<file path="src/core/nte_consts.vh">
// Constants for the nibble transfer execution datapath.
// Assumes an including module that decodes 8-bit instruction bytes.
`ifndef NTE_CONSTS_VH
`define NTE_CONSTS_VH
// Operand-free opcodes use all eight bits.
`define NTE_OP_COPY_YREG_TO_ACC 8'h01
`define NTE_OP_COPY_ACC_TO_YREG 8'h02
`define NTE_OP_CLEAR_ACC 8'h03
`define NTE_OP_STORE_ACC_TO_RAM 8'h04
`define NTE_OP_STORE_ACC_RAM_INC_YREG 8'h05
`define NTE_OP_LOAD_YREG_FROM_RAM 8'h06
`define NTE_OP_LOAD_ACC_FROM_RAM 8'h07
`define NTE_OP_SWAP_RAM_ACC 8'h08
// Immediate forms: high nibble is the opcode, low nibble the operand.
`define NTE_OPHI_LOAD_YREG_IMMEDIATE 4'h4
`define NTE_OPHI_STORE_IMM_RAM_INC_YREG 4'h5
// Page load: upper six bits opcode, low two bits the page number.
`define NTE_OP6_LOAD_PAGE_REG_IMMEDIATE 6'h0C
// Reset values.
`define NTE_ACC_RST 4'h0
`define NTE_YREG_RST 4'h0
`define NTE_XREG_RST 2'h0
`define NTE_STATUS_RST 1'h0
`define NTE_RAM_RST 4'h0
`endif

</file>
<file path="src/core/nte_exec.v">
// Nibble transfer execution datapath: accumulator, Y index, X page register,
// a nibble RAM addressed by (X,Y) and the status flag.
// Assumes the fetch stage presents one decoded byte per cycle with instr_valid.
//
// Contract
// - copy Y into accumulator, Y unchanged.
// - copy accumulator into Y.
// - clear accumulator to zero.
// - store accumulator at RAM (X,Y).
// - store accumulator at (X,Y), then increment Y.
// - load Y from RAM (X,Y).
// - load accumulator from RAM (X,Y).
// - swap accumulator with RAM (X,Y).
// - load Y from 4-bit immediate.
// - store immediate at (X,Y), then increment Y.
// - load page register X from 2-bit immediate.
// - every instruction here sets status flag.
// - instructions are 8 bits, operand in low bits.
`timescale 1ns/1ps
`include "nte_consts.vh"

module nte_exec #(
  parameter PAGES = 4,
  parameter WORDS = 16
) (
  clk,
  rst,
  instr_valid,
  instr,
  acc,
  yreg,
  xreg,
  status_flag,
  instr_hit
);
  input wire clk;
  input wire rst;
  input wire instr_valid;
  input wire [7:0] instr;
  output wire [3:0] acc;
  output wire [3:0] yreg;
  output wire [1:0] xreg;
  output wire status_flag;
  output reg instr_hit;

  // Architectural registers and the values they take at the next edge.
  reg [3:0] acc_q;
  reg [3:0] acc_d;
  reg [3:0] yreg_q;
  reg [3:0] yreg_d;
  reg [1:0] xreg_q;
  reg [1:0] xreg_d;
  reg status_q;
  reg status_d;

  // Nibble RAM kept in flip-flops, with one write port and one read port.
  reg ram_we;
  reg [3:0] ram_wdata;
  reg [3:0] ram_q [0:PAGES*WORDS-1];
  wire [5:0] ram_idx;
  wire [3:0] ram_rdata;

  // Operand fields and the shared wrapping step of Y.
  wire [3:0] opnd4;
  wire [1:0] opnd2;
  wire [3:0] yreg_inc;

  // Decode strobes, one per instruction, each already qualified by instr_valid.
  wire dec_copy_y_acc;
  wire dec_copy_acc_y;
  wire dec_clear_acc;
  wire dec_store_acc;
  wire dec_store_acc_inc;
  wire dec_load_y_ram;
  wire dec_load_acc_ram;
  wire dec_swap;
  wire dec_load_y_imm;
  wire dec_store_imm_inc;
  wire dec_load_page;
  wire dec_known;
  integer i;

  // Operand-free forms match the whole byte, immediate forms only their opcode bits.
  // The encodings do not overlap, so at most one strobe is high in any cycle.
  assign dec_copy_y_acc = instr_valid && (instr == `NTE_OP_COPY_YREG_TO_ACC);
  assign dec_copy_acc_y = instr_valid && (instr == `NTE_OP_COPY_ACC_TO_YREG);
  assign dec_clear_acc = instr_valid && (instr == `NTE_OP_CLEAR_ACC);
  assign dec_store_acc = instr_valid && (instr == `NTE_OP_STORE_ACC_TO_RAM);
  assign dec_store_acc_inc = instr_valid && (instr == `NTE_OP_STORE_ACC_RAM_INC_YREG);
  assign dec_load_y_ram = instr_valid && (instr == `NTE_OP_LOAD_YREG_FROM_RAM);
  assign dec_load_acc_ram = instr_valid && (instr == `NTE_OP_LOAD_ACC_FROM_RAM);
  assign dec_swap = instr_valid && (instr == `NTE_OP_SWAP_RAM_ACC);
  assign dec_load_y_imm = instr_valid && (instr[7:4] == `NTE_OPHI_LOAD_YREG_IMMEDIATE);
  assign dec_store_imm_inc = instr_valid && (instr[7:4] == `NTE_OPHI_STORE_IMM_RAM_INC_YREG);
  assign dec_load_page = instr_valid && (instr[7:2] == `NTE_OP6_LOAD_PAGE_REG_IMMEDIATE);

  // Any recognised byte counts as executed; unknown bytes change nothing at all.
  assign dec_known = dec_copy_y_acc | dec_copy_acc_y | dec_clear_acc | dec_store_acc |
    dec_store_acc_inc | dec_load_y_ram | dec_load_acc_ram | dec_swap |
    dec_load_y_imm | dec_store_imm_inc | dec_load_page;

  // RAM index is page then word, so X selects a block of sixteen nibbles.
  assign ram_idx = {xreg_q, yreg_q};
  assign ram_rdata = ram_q[ram_idx];

  // Operands sit in the low bits of the instruction byte.
  assign opnd4 = instr[3:0];
  assign opnd2 = instr[1:0];

  // A 4-bit sum drops its carry, so Y steps from 15 back to 0 and nothing else notices.
  assign yreg_inc = yreg_q + 4'h1;

  // Data outputs come straight from the registers.
  assign acc = acc_q;
  assign yreg = yreg_q;
  assign xreg = xreg_q;
  assign status_flag = status_q;

  // Executed-instruction strobe; combinational, so it is valid in the cycle of the byte.
  always @* begin
    instr_hit = dec_known;
  end

  // Accumulator next value. The store forms fall through to the hold value, which
  // is what keeps the accumulator intact while RAM is written.
  always @* begin
    acc_d = acc_q;
    if (dec_copy_y_acc) begin
      acc_d = yreg_q;
    end else if (dec_clear_acc) begin
      acc_d = 4'h0;
    end else if (dec_load_acc_ram) begin
      acc_d = ram_rdata;
    end else if (dec_swap) begin
      // Old RAM nibble moves in while the old accumulator moves out, both on one edge.
      acc_d = ram_rdata;
    end
  end

  // Y next value. Both store-and-step forms address RAM with the Y of this cycle,
  // so the step only shows once the write has landed at the old word.
  always @* begin
    yreg_d = yreg_q;
    if (dec_copy_acc_y) begin
      yreg_d = acc_q;
    end else if (dec_store_acc_inc) begin
      yreg_d = yreg_inc;
    end else if (dec_load_y_ram) begin
      yreg_d = ram_rdata;
    end else if (dec_load_y_imm) begin
      yreg_d = opnd4;
    end else if (dec_store_imm_inc) begin
      yreg_d = yreg_inc;
    end
  end

  // Page register next value; only the page load writes it.
  always @* begin
    xreg_d = xreg_q;
    if (dec_load_page) begin
      xreg_d = opnd2;
    end
  end

  // Status goes to 1 on every executed instruction of this group. Nothing here
  // clears it, since the instruction groups that clear it live elsewhere in the core.
  always @* begin
    status_d = status_q;
    if (dec_known) begin
      status_d = 1'b1;
    end
  end

  // RAM write port. Loads never raise the enable, so reading leaves the nibble alone.
  always @* begin
    ram_we = 1'b0;
    ram_wdata = acc_q;
    if (dec_store_acc) begin
      ram_we = 1'b1;
    end else if (dec_store_acc_inc) begin
      ram_we = 1'b1;
    end else if (dec_swap) begin
      ram_we = 1'b1;
    end else if (dec_store_imm_inc) begin
      ram_we = 1'b1;
      ram_wdata = opnd4;
    end
  end

  // Accumulator register.
  always @(posedge clk) begin
    if (rst) begin
      acc_q <= `NTE_ACC_RST;
    end else begin
      acc_q <= acc_d;
    end
  end

  // Y index register.
  always @(posedge clk) begin
    if (rst) begin
      yreg_q <= `NTE_YREG_RST;
    end else begin
      yreg_q <= yreg_d;
    end
  end

  // Page register.
  always @(posedge clk) begin
    if (rst) begin
      xreg_q <= `NTE_XREG_RST;
    end else begin
      xreg_q <= xreg_d;
    end
  end

  // Status register.
  always @(posedge clk) begin
    if (rst) begin
      status_q <= `NTE_STATUS_RST;
    end else begin
      status_q <= status_d;
    end
  end

  // RAM array. Clearing every nibble on reset costs a wide reset fan-out but gives
  // a known memory image; the write uses the (X,Y) of the same cycle.
  always @(posedge clk) begin
    if (rst) begin
      for (i = 0; i < PAGES*WORDS; i = i + 1) begin
        ram_q[i] <= `NTE_RAM_RST;
      end
    end else if (ram_we) begin
      ram_q[ram_idx] <= ram_wdata;
    end
  end
endmodule

</file>
<file path="config.mk">
export PLATFORM = sky130hd
export DESIGN_NAME = nte_exec
export DESIGN_NICKNAME = d
export VERILOG_FILES = /design/src/core/nte_exec.v
export VERILOG_INCLUDE_DIRS = /design/src /design/src/core
export SDC_FILE = /design/constraint.sdc
export NUM_CORES = 1
export LEC_CHECK = 0
export BUFFER_PORTS_ARGS = -buffer_cell sky130_fd_sc_hd__clkbuf_2
export CAP_MARGIN = 10
export CORE_UTILIZATION = 45
export CTS_CLUSTER_SIZE = 10
export DETAILED_ROUTE_END_ITERATION = 6
export PLACE_DENSITY = 0.58
export REMOVE_ABC_BUFFERS = 1
export SLEW_MARGIN = 5
export SYNTH_ARGS = -nofsm -noshare
export SYNTH_HDL_FRONTEND = slang
export SYNTH_SLANG_ARGS = --single-unit
</file>
<file path="constraint.sdc">
create_clock -name clk -period 2.9 [get_ports clk]
set_input_delay 0.29 -clock clk [delete_from_list [all_inputs] [get_ports clk]]
set_output_delay 0.29 -clock clk [all_outputs]
set_load 0.03 [all_outputs]
</file>
==> out/summary.log, run 1 <==
[route] initial drt markers 980
[critical_path] Worst setup endpoint yreg[2]
[logic_synthesis] number of synthesized register bits 267
[route] DRC violation count after routing 0
[critical_path] launching point of the worst reg2reg path yreg[1]
[route] routed length on met3 3380 µm
[floorplanning] area of the core 0.0279 mm²
[logic_synthesis] most frequently used flop master after synthesis sky130_fd_sc_hd__edfxtp_1
[sta] final number of max-transition violations 0
[global_route] global router's overall resource usage 0.253
[logic_synthesis] synthesized area 0.0129 mm²
[worst_hold_path] worst min-delay path class in -> reg
[clock_tree] clk sink count 267
[logic_synthesis] leading cell types by count after synthesis sky130_fd_sc_hd__nor2_1 (283), sky130_fd_sc_hd__edfxtp_1 (256), sky130_fd_sc_hd__nand2_1 (82)
[final_layout] core utilization of the finished layout 0.522
[critical_path] Worst Setup Path Type reg -> reg
[logic_synthesis] count of mapped cells out of synthesis 1,083
[floorplanning] height of the die 171 µm
[final_layout] share of cells above drive strength 1 0.177
[critical_path] worst-case register-to-register setup slack 0.23 ns
[clock_tree] master cell of the clock root buffer sky130_fd_sc_hd__clkbuf_16
[route] routed vias/inst 5.91
[critical_path] start point of the critical path yreg[1]
[critical_path] reg-to-reg endpoint yreg[2]
[global_route] overall overflow remaining after global route 0
[final_layout] number of standard cells in the final layout excluding fillers 1,530
[job] max-cap check violation count 0
[clock_tree] clock-pin slew on the worst setup and hold paths 0.06 ns
[logic_synthesis] post-synth top area share 0.597
[logic_synthesis] synthesized area per cell 11.9 µm²
[logic_synthesis] number of synthesized flops with an enable pin 256
[logic_synthesis] dominant cell type by area after synthesis sky130_fd_sc_hd__edfxtp_1
[route] highest layer used for signal routing met4
[run_status] outcome finished clean
[route] routed vias 9,045
[route] DR pass1 iterations 5
[placed_design] RD Place Congestion 0.920
[clock_tree] Inserted Clock Buffers 31
[sta] Fin. Hold Viols 0
[placed_design] Final HPWL DP 24,600 µm
[final_layout] number of nets in the final layout 1,149
[logic_synthesis] Distinct cells, synth 68
[sta] maximum operating frequency 375 MHz
[clock_tree] clock network latency to the later pin of the worst-skew pair 0.55 ns
[sta] Final setup viols 0
[clock_tree] CTS tree yes
[logic_synthesis] sequential fraction of the synthesis area 0.614
[route] total routed wirelength 36,700 µm
[sta] Worst Clk Skew 0.0115 ns
[critical_path] depth of the most critical reg-to-reg path 6
[placed_design] post-place setup slack 0.0342 ns
[critical_path] kind of launch point of the worst setup path flop
[clock_tree] # Post-CTS Setup Buffers 0
[route] met1 wire length 15,500 µm
[logic_synthesis] most repeated cell in the gate-level netlist after synthesis sky130_fd_sc_hd__nor2_1
[critical_path] critical path peak fanout 23
[global_route] initial antenna violation count 0
[floorplanning] Die X 171 µm
[sta] final critical-path required period 2.67 ns
[sta] slew margin rel. 0.494
[sta] share of the clock period used by the worst path after layout 0.919
[route] DRT antenna net count 0
[final_layout] area delta synth->final 13.3%
[global_route] number of global-route vias before repair 8,637
[final_layout] diodes inserted 0
[logic_synthesis] async set-or-reset flop fraction in the synthesized netlist 0
[sta] worst setup margin 0.234 ns
[sta] RSZ-0062 raised after global routing false
[critical_path] type of destination of the critical path flop
[sta] slew at the pin closest to its max-slew limit 0.760 ns
[critical_path] data required time of the worst path 3.34 ns
[global_route] global-route wire length before repair 53,600 µm
[power] Max rail drop VDD 362 µV
[critical_path] arrival time worst endpoint 3.11 ns
[power] power per cell area 564 mW/mm²
[floorplanning] number of top-level pins 23
[floorplanning] number of standard-cell rows in the floorplan 61
[route] Wirelength per Cell 24.0 µm
[placed_design] count of input and output buffers 22
[floorplanning] Starting Density 0.461
[logic_synthesis] leading cell types by total area after synthesis sky130_fd_sc_hd__edfxtp_1 (60%), sky130_fd_sc_hd__nor2_1 (8.2%), sky130_fd_sc_hd__mux4_2 (5.9%), sky130_fd_sc_hd__mux2i_1 (4.0%), sky130_fd_sc_hd__o21ai_0 (2.5%)
[power] leak pwr 0.00472 µW
[clock_tree] Max H-tree Level 1
[logic_synthesis] yosys warns 0
[floorplanning] Die Outline Area 0.0293 mm²
[placed_design] instance count after placement with tap cells included 1,482
[route] Detail Route met2 WL 16,800 µm
[global_route] pin count of the biggest net entering global routing 61
[clock_tree] buffer depth of the longest clock path 3
## repair_timing
item / CTS / global route
gates resized for setup: 0 / 1
hold buffers: 0 / 0
setup endpoints to repair: 0 / 1
hold endpoints to repair: 0 / 0
## layout by cell type, fill, tap and decap left out, types with 5 or more instances in the layout
cell,instances
sky130_fd_sc_hd__nor2_1,283
sky130_fd_sc_hd__edfxtp_1,256
sky130_fd_sc_hd__nand2_1,82
sky130_fd_sc_hd__buf_4,79
sky130_fd_sc_hd__o21ai_0,65
sky130_fd_sc_hd__mux2i_1,51
sky130_fd_sc_hd__mux4_2,34
sky130_fd_sc_hd__clkbuf_16,31
sky130_fd_sc_hd__clkbuf_2,22
sky130_fd_sc_hd__o22ai_1,19
sky130_fd_sc_hd__nor3_1,16
sky130_fd_sc_hd__a21oi_1,15
sky130_fd_sc_hd__nand3_1,14
sky130_fd_sc_hd__clkbuf_1,14
sky130_fd_sc_hd__inv_1,13
sky130_fd_sc_hd__a21o_1,10
sky130_fd_sc_hd__nand2b_1,10
sky130_fd_sc_hd__a22oi_1,9
sky130_fd_sc_hd__or2_2,8
sky130_fd_sc_hd__dfxtp_1,8
sky130_fd_sc_hd__buf_12,8
sky130_fd_sc_hd__o32ai_1,7
sky130_fd_sc_hd__a31oi_1,7
sky130_fd_sc_hd__o31ai_1,6
sky130_fd_sc_hd__o211ai_1,6
sky130_fd_sc_hd__nor2b_1,5
## worst max-delay path: stages, from the launching register on
cell and delay, ns:
sky130_fd_sc_hd__dfxtp_4 0.56, sky130_fd_sc_hd__buf_4 0.26, sky130_fd_sc_hd__mux4_2 0.52, sky130_fd_sc_hd__mux2i_1 0.38, sky130_fd_sc_hd__o22ai_1 0.15, sky130_fd_sc_hd__a211o_1 0.33, sky130_fd_sc_hd__o32a_1 0.35
## routing by layer
layer  global-route usage  up-vias
met3               0.0472       54
met1                0.357     4465
met2                0.401      452
met4               0.0703        0
li1                     -     4074
met5                    0        -
## kinds of logic after synthesis
group                      share of synthesized area
buffers and inverters                         0.0447
adders and majority gates                   0.000972
xor gates and xnor gates                     0.00204
muxes                                          0.102
AOI/OAI and AO/OA                             0.0833
and+or+nand+nor                                0.153
DFF                                            0.614
## metrics by stage
stage / hold slack (ns) / setup TNS (ns) / total power [µW] / area [µm²]
global route: 0.197 / 0 / 8440 / 14600
global placement: 0.459 / 0 / 4820 / 13700
detailed placement: 0.460 / 0 / 4820 / 13700
CTS: 0.169 / 0 / 8260 / 14600
floorplan: 0.362 / -587.00 / 4650 / 12400
finish: 0.184 / 0 / 8230 / 14600
## state kept, by name, indices dropped and copies added (netlist names)
name         flops
acc              4
xreg             2
status_flag      1
yreg             4
ram_q          256
## where the power goes
part	switching, µW	total, µW	internal (µW)
registers	54.4	4390	4340
clock network	1460	3480	2020
logic	227	354	127
## final cells by class
type	count	area [µm²]
Sequential cell	267	7920
Tap cell	378	473
Inverter	16	60.1
Multi-Input combinational cell	712	4400
Timing Repair Buffer	109	863
Clock inverter	3	38.8
Clock buffer	45	828
Fill cell	2450	13400
## how the worst min path moves through the flow
stage	cells past startpoint	from	endpoint	slack [ns]
4_1_cts	3	rst	xreg[1]	0.17
2_1_floorplan	1	rst	status_flag	0.36
3_3_place_gp	2	status_flag	status_flag	0.46
3_5_place_dp	2	status_flag	status_flag	0.46
6_report	3	rst	xreg[0]	0.18
5_1_grt	3	rst	xreg[0]	0.20
Power figures use the tool's default switching activity.
==> inputs of run 2 (changes only) <==
--- a/config.mk
+++ b/config.mk
@@ -11,7 +11,6 @@
 export CORE_UTILIZATION = 45
 export CTS_CLUSTER_SIZE = 10
 export DETAILED_ROUTE_END_ITERATION = 6
-export PLACE_DENSITY = 0.58
 export REMOVE_ABC_BUFFERS = 1
 export SLEW_MARGIN = 5
 export SYNTH_ARGS = -nofsm -noshare
==> run 2 against run 1 <==
Cell area fell by 1.0%. Count of clock-buffer cells in the layout is 1 lower. Global-route usage shrank 0.40 points. Register-to-register slack barely moved. Largest cell class unchanged. Setup slack better by 0.012 ns. Highest routed layer unchanged. Clock power shrank 2%.
==> out/summary.log, run 2 (synthesized netlist as in run 1, its figures left out) <==
[floorplanning] height of the die 171 µm
[critical_path] critical path peak fanout 38
[power] internal power of the cells 6430 µW
[clock_tree] clock-pin slew on the worst setup and hold paths 0.06 ns
[power] net switching fraction of the power 0.213
[sta] final number of max-transition violations 0
[final_layout] Post-Layout Inst Area 0.0144 mm²
[sta] worst setup margin 0.246 ns
[floorplanning] Starting Density 0.461
[power] Max rail drop VDD 427 µV
[route] DRT antenna net count 0
[clock_tree] post-cts resize count 0
[sta] slew at the pin closest to its max-slew limit 0.764 ns
[clock_tree] clock network latency to the later pin of the worst-skew pair 0.56 ns
[floorplanning] number of standard-cell rows in the floorplan 61
[final_layout] diodes inserted 0
[sta] RSZ-0062 raised after global routing false
[route] Wirelength per Cell 23.5 µm
[clock_tree] Inserted Clock Buffers 31
[final_layout] fill cell count 2,471
[run_status] outcome finished clean
[sta] final critical-path required period 2.65 ns
[floorplanning] Die X 171 µm
[clock_tree] master cell of the clock root buffer sky130_fd_sc_hd__clkbuf_16
[route] routed vias 8,976
[clock_tree] clk sink count 267
[power] Clock Power Share 0.419
[route] DRC violation count after routing 0
[final_layout] commonest non-fill, non-tap cells in the layout sky130_fd_sc_hd__nor2_1 (283), sky130_fd_sc_hd__edfxtp_1 (256), sky130_fd_sc_hd__nand2_1 (82), sky130_fd_sc_hd__buf_4 (77), sky130_fd_sc_hd__o21ai_0 (65)
[sta] slew margin rel. 0.490
[job] max-cap check violation count 0
[clock_tree] hold-fix buffer count after cts 0
[sta] Worst Clk Skew 0.0163 ns
[global_route] overall overflow remaining after global route 0
[clock_tree] Max H-tree Level 1
[floorplanning] Die Outline Area 0.0293 mm²
[critical_path] arrival time worst endpoint 2.84 ns
[placed_design] instance area at placement 0.0136 mm²
[final_layout] area occupied by multi-input gates 0.00440 mm²
[floorplanning] area of the core 0.0279 mm²
[sta] maximum operating frequency 377 MHz
[global_route] global router's overall resource usage 0.249
[global_route] global-route wire length before repair 53,400 µm
[route] DR pass1 iterations 6
[placed_design] RD Place Congestion 0.906
[final_layout] max FFs per register 256
[final_layout] number of nets in the final layout 1,141
[placed_design] post-place setup slack 0.0217 ns
[final_layout] most common cell after layout, fill and taps aside sky130_fd_sc_hd__nor2_1
[critical_path] kind of launch point of the worst setup path flop
[route] total routed wirelength 35,700 µm
[global_route] initial antenna violation count 0
[critical_path] Worst Setup Path Type reg -> reg
[final_layout] Reg area 0.00792 mm²
[clock_tree] buffer depth of the longest clock path 3
[floorplanning] number of top-level pins 23
[sta] share of the clock period used by the worst path after layout 0.915
[critical_path] type of destination of the critical path flop
[power] leak pwr 0.00464 µW
[route] initial drt markers 1,289
[critical_path] data required time of the worst path 3.08 ns
[power] Flop pwr share 0.538
[sta] Fin. Hold Viols 0
[global_route] pin count of the biggest net entering global routing 61
[power] Psw 1730 µW
[final_layout] area delta synth->final 12.1%
[worst_hold_path] worst min-delay path class in -> reg
[global_route] number of global-route vias before repair 8,642
[placed_design] count of input and output buffers 22
[power] share of power burned in combinational logic 0.043
[final_layout] share of cells above drive strength 1 0.173
[final_layout] register with the most flip-flops ram_q
[placed_design] Final HPWL DP 24,000 µm
[clock_tree] CTS tree yes
[power] power per cell area 565 mW/mm²
[clock_tree] # Post-CTS Setup Buffers 0
[sta] Final setup viols 0
[route] routed vias/inst 5.90
## run 2: critical path: stages (launching register included)
cell and delay (ns):
sky130_fd_sc_hd__dfxtp_4 0.57, sky130_fd_sc_hd__buf_4 0.29, sky130_fd_sc_hd__nor2_1 0.49, sky130_fd_sc_hd__buf_4 0.26
sky130_fd_sc_hd__nand2_1 0.14, sky130_fd_sc_hd__o21ai_0 0.53
## run 2: per-layer routing
| layer | part of all wire | vias up | GRT usage |
|---|---|---|---|
| met5 | 0 | - | 0 |
| met1 | 0.43 | 4444 | 0.351 |
| met2 | 0.45 | 394 | 0.384 |
| li1 | - | 4059 | - |
| met4 | 0.039 | 0 | 0.103 |
| met3 | 0.076 | 79 | 0.0402 |
## run 2: through the flow
| step | instances | hold WS [ns] | utilization | TNS, ns | power [µW] |
|---|---|---|---|---|---|
| floorplan | 995 | 0.362 | - | -587.00 | 4650 |
| global placement | 1474 | 0.456 | 0.486 | 0 | 4810 |
| detailed placement | 1474 | 0.459 | 0.486 | 0 | 4820 |
| CTS | 1521 | 0.176 | 0.517 | 0 | 8200 |
| global route | 1521 | 0.196 | 0.517 | 0 | 8370 |
| finish | 1521 | 0.198 | 0.517 | 0 | 8160 |
## run 2: final timing paths
check                            startpoint      endpoint  slack [ns]  cells after the start
worst min-delay path                    rst       xreg[0]        0.20                      3
worst max-delay path                yreg[2]  ram_q[58][2]        0.25                      5
worst min register to register  status_flag   status_flag        0.47                      2
worst max register to register      yreg[2]  ram_q[58][2]        0.25                      5
## run 2: power groups by stage
stage / registers (µW) / clock network (µW) / logic [µW]
final: 4390 / 3420 / 354
after global routing: 4400 / 3590 / 380
after CTS: 4390 / 3460 / 352
after detailed placement: 4470 / 0 / 350
after global placement: 4460 / 0 / 348
after floorplan: 4460 / 0 / 192
## run 2: layout make-up
type | instances | share of cell area
clock buffers | 44 | 0.0578
repair buffers | 101 | 0.0504
inverters | 16 | 0.00416
multi-input cells | 712 | 0.305
well taps | 378 | 0.0328
clock inverters | 3 | 0.00156
flip-flops and latches | 267 | 0.548
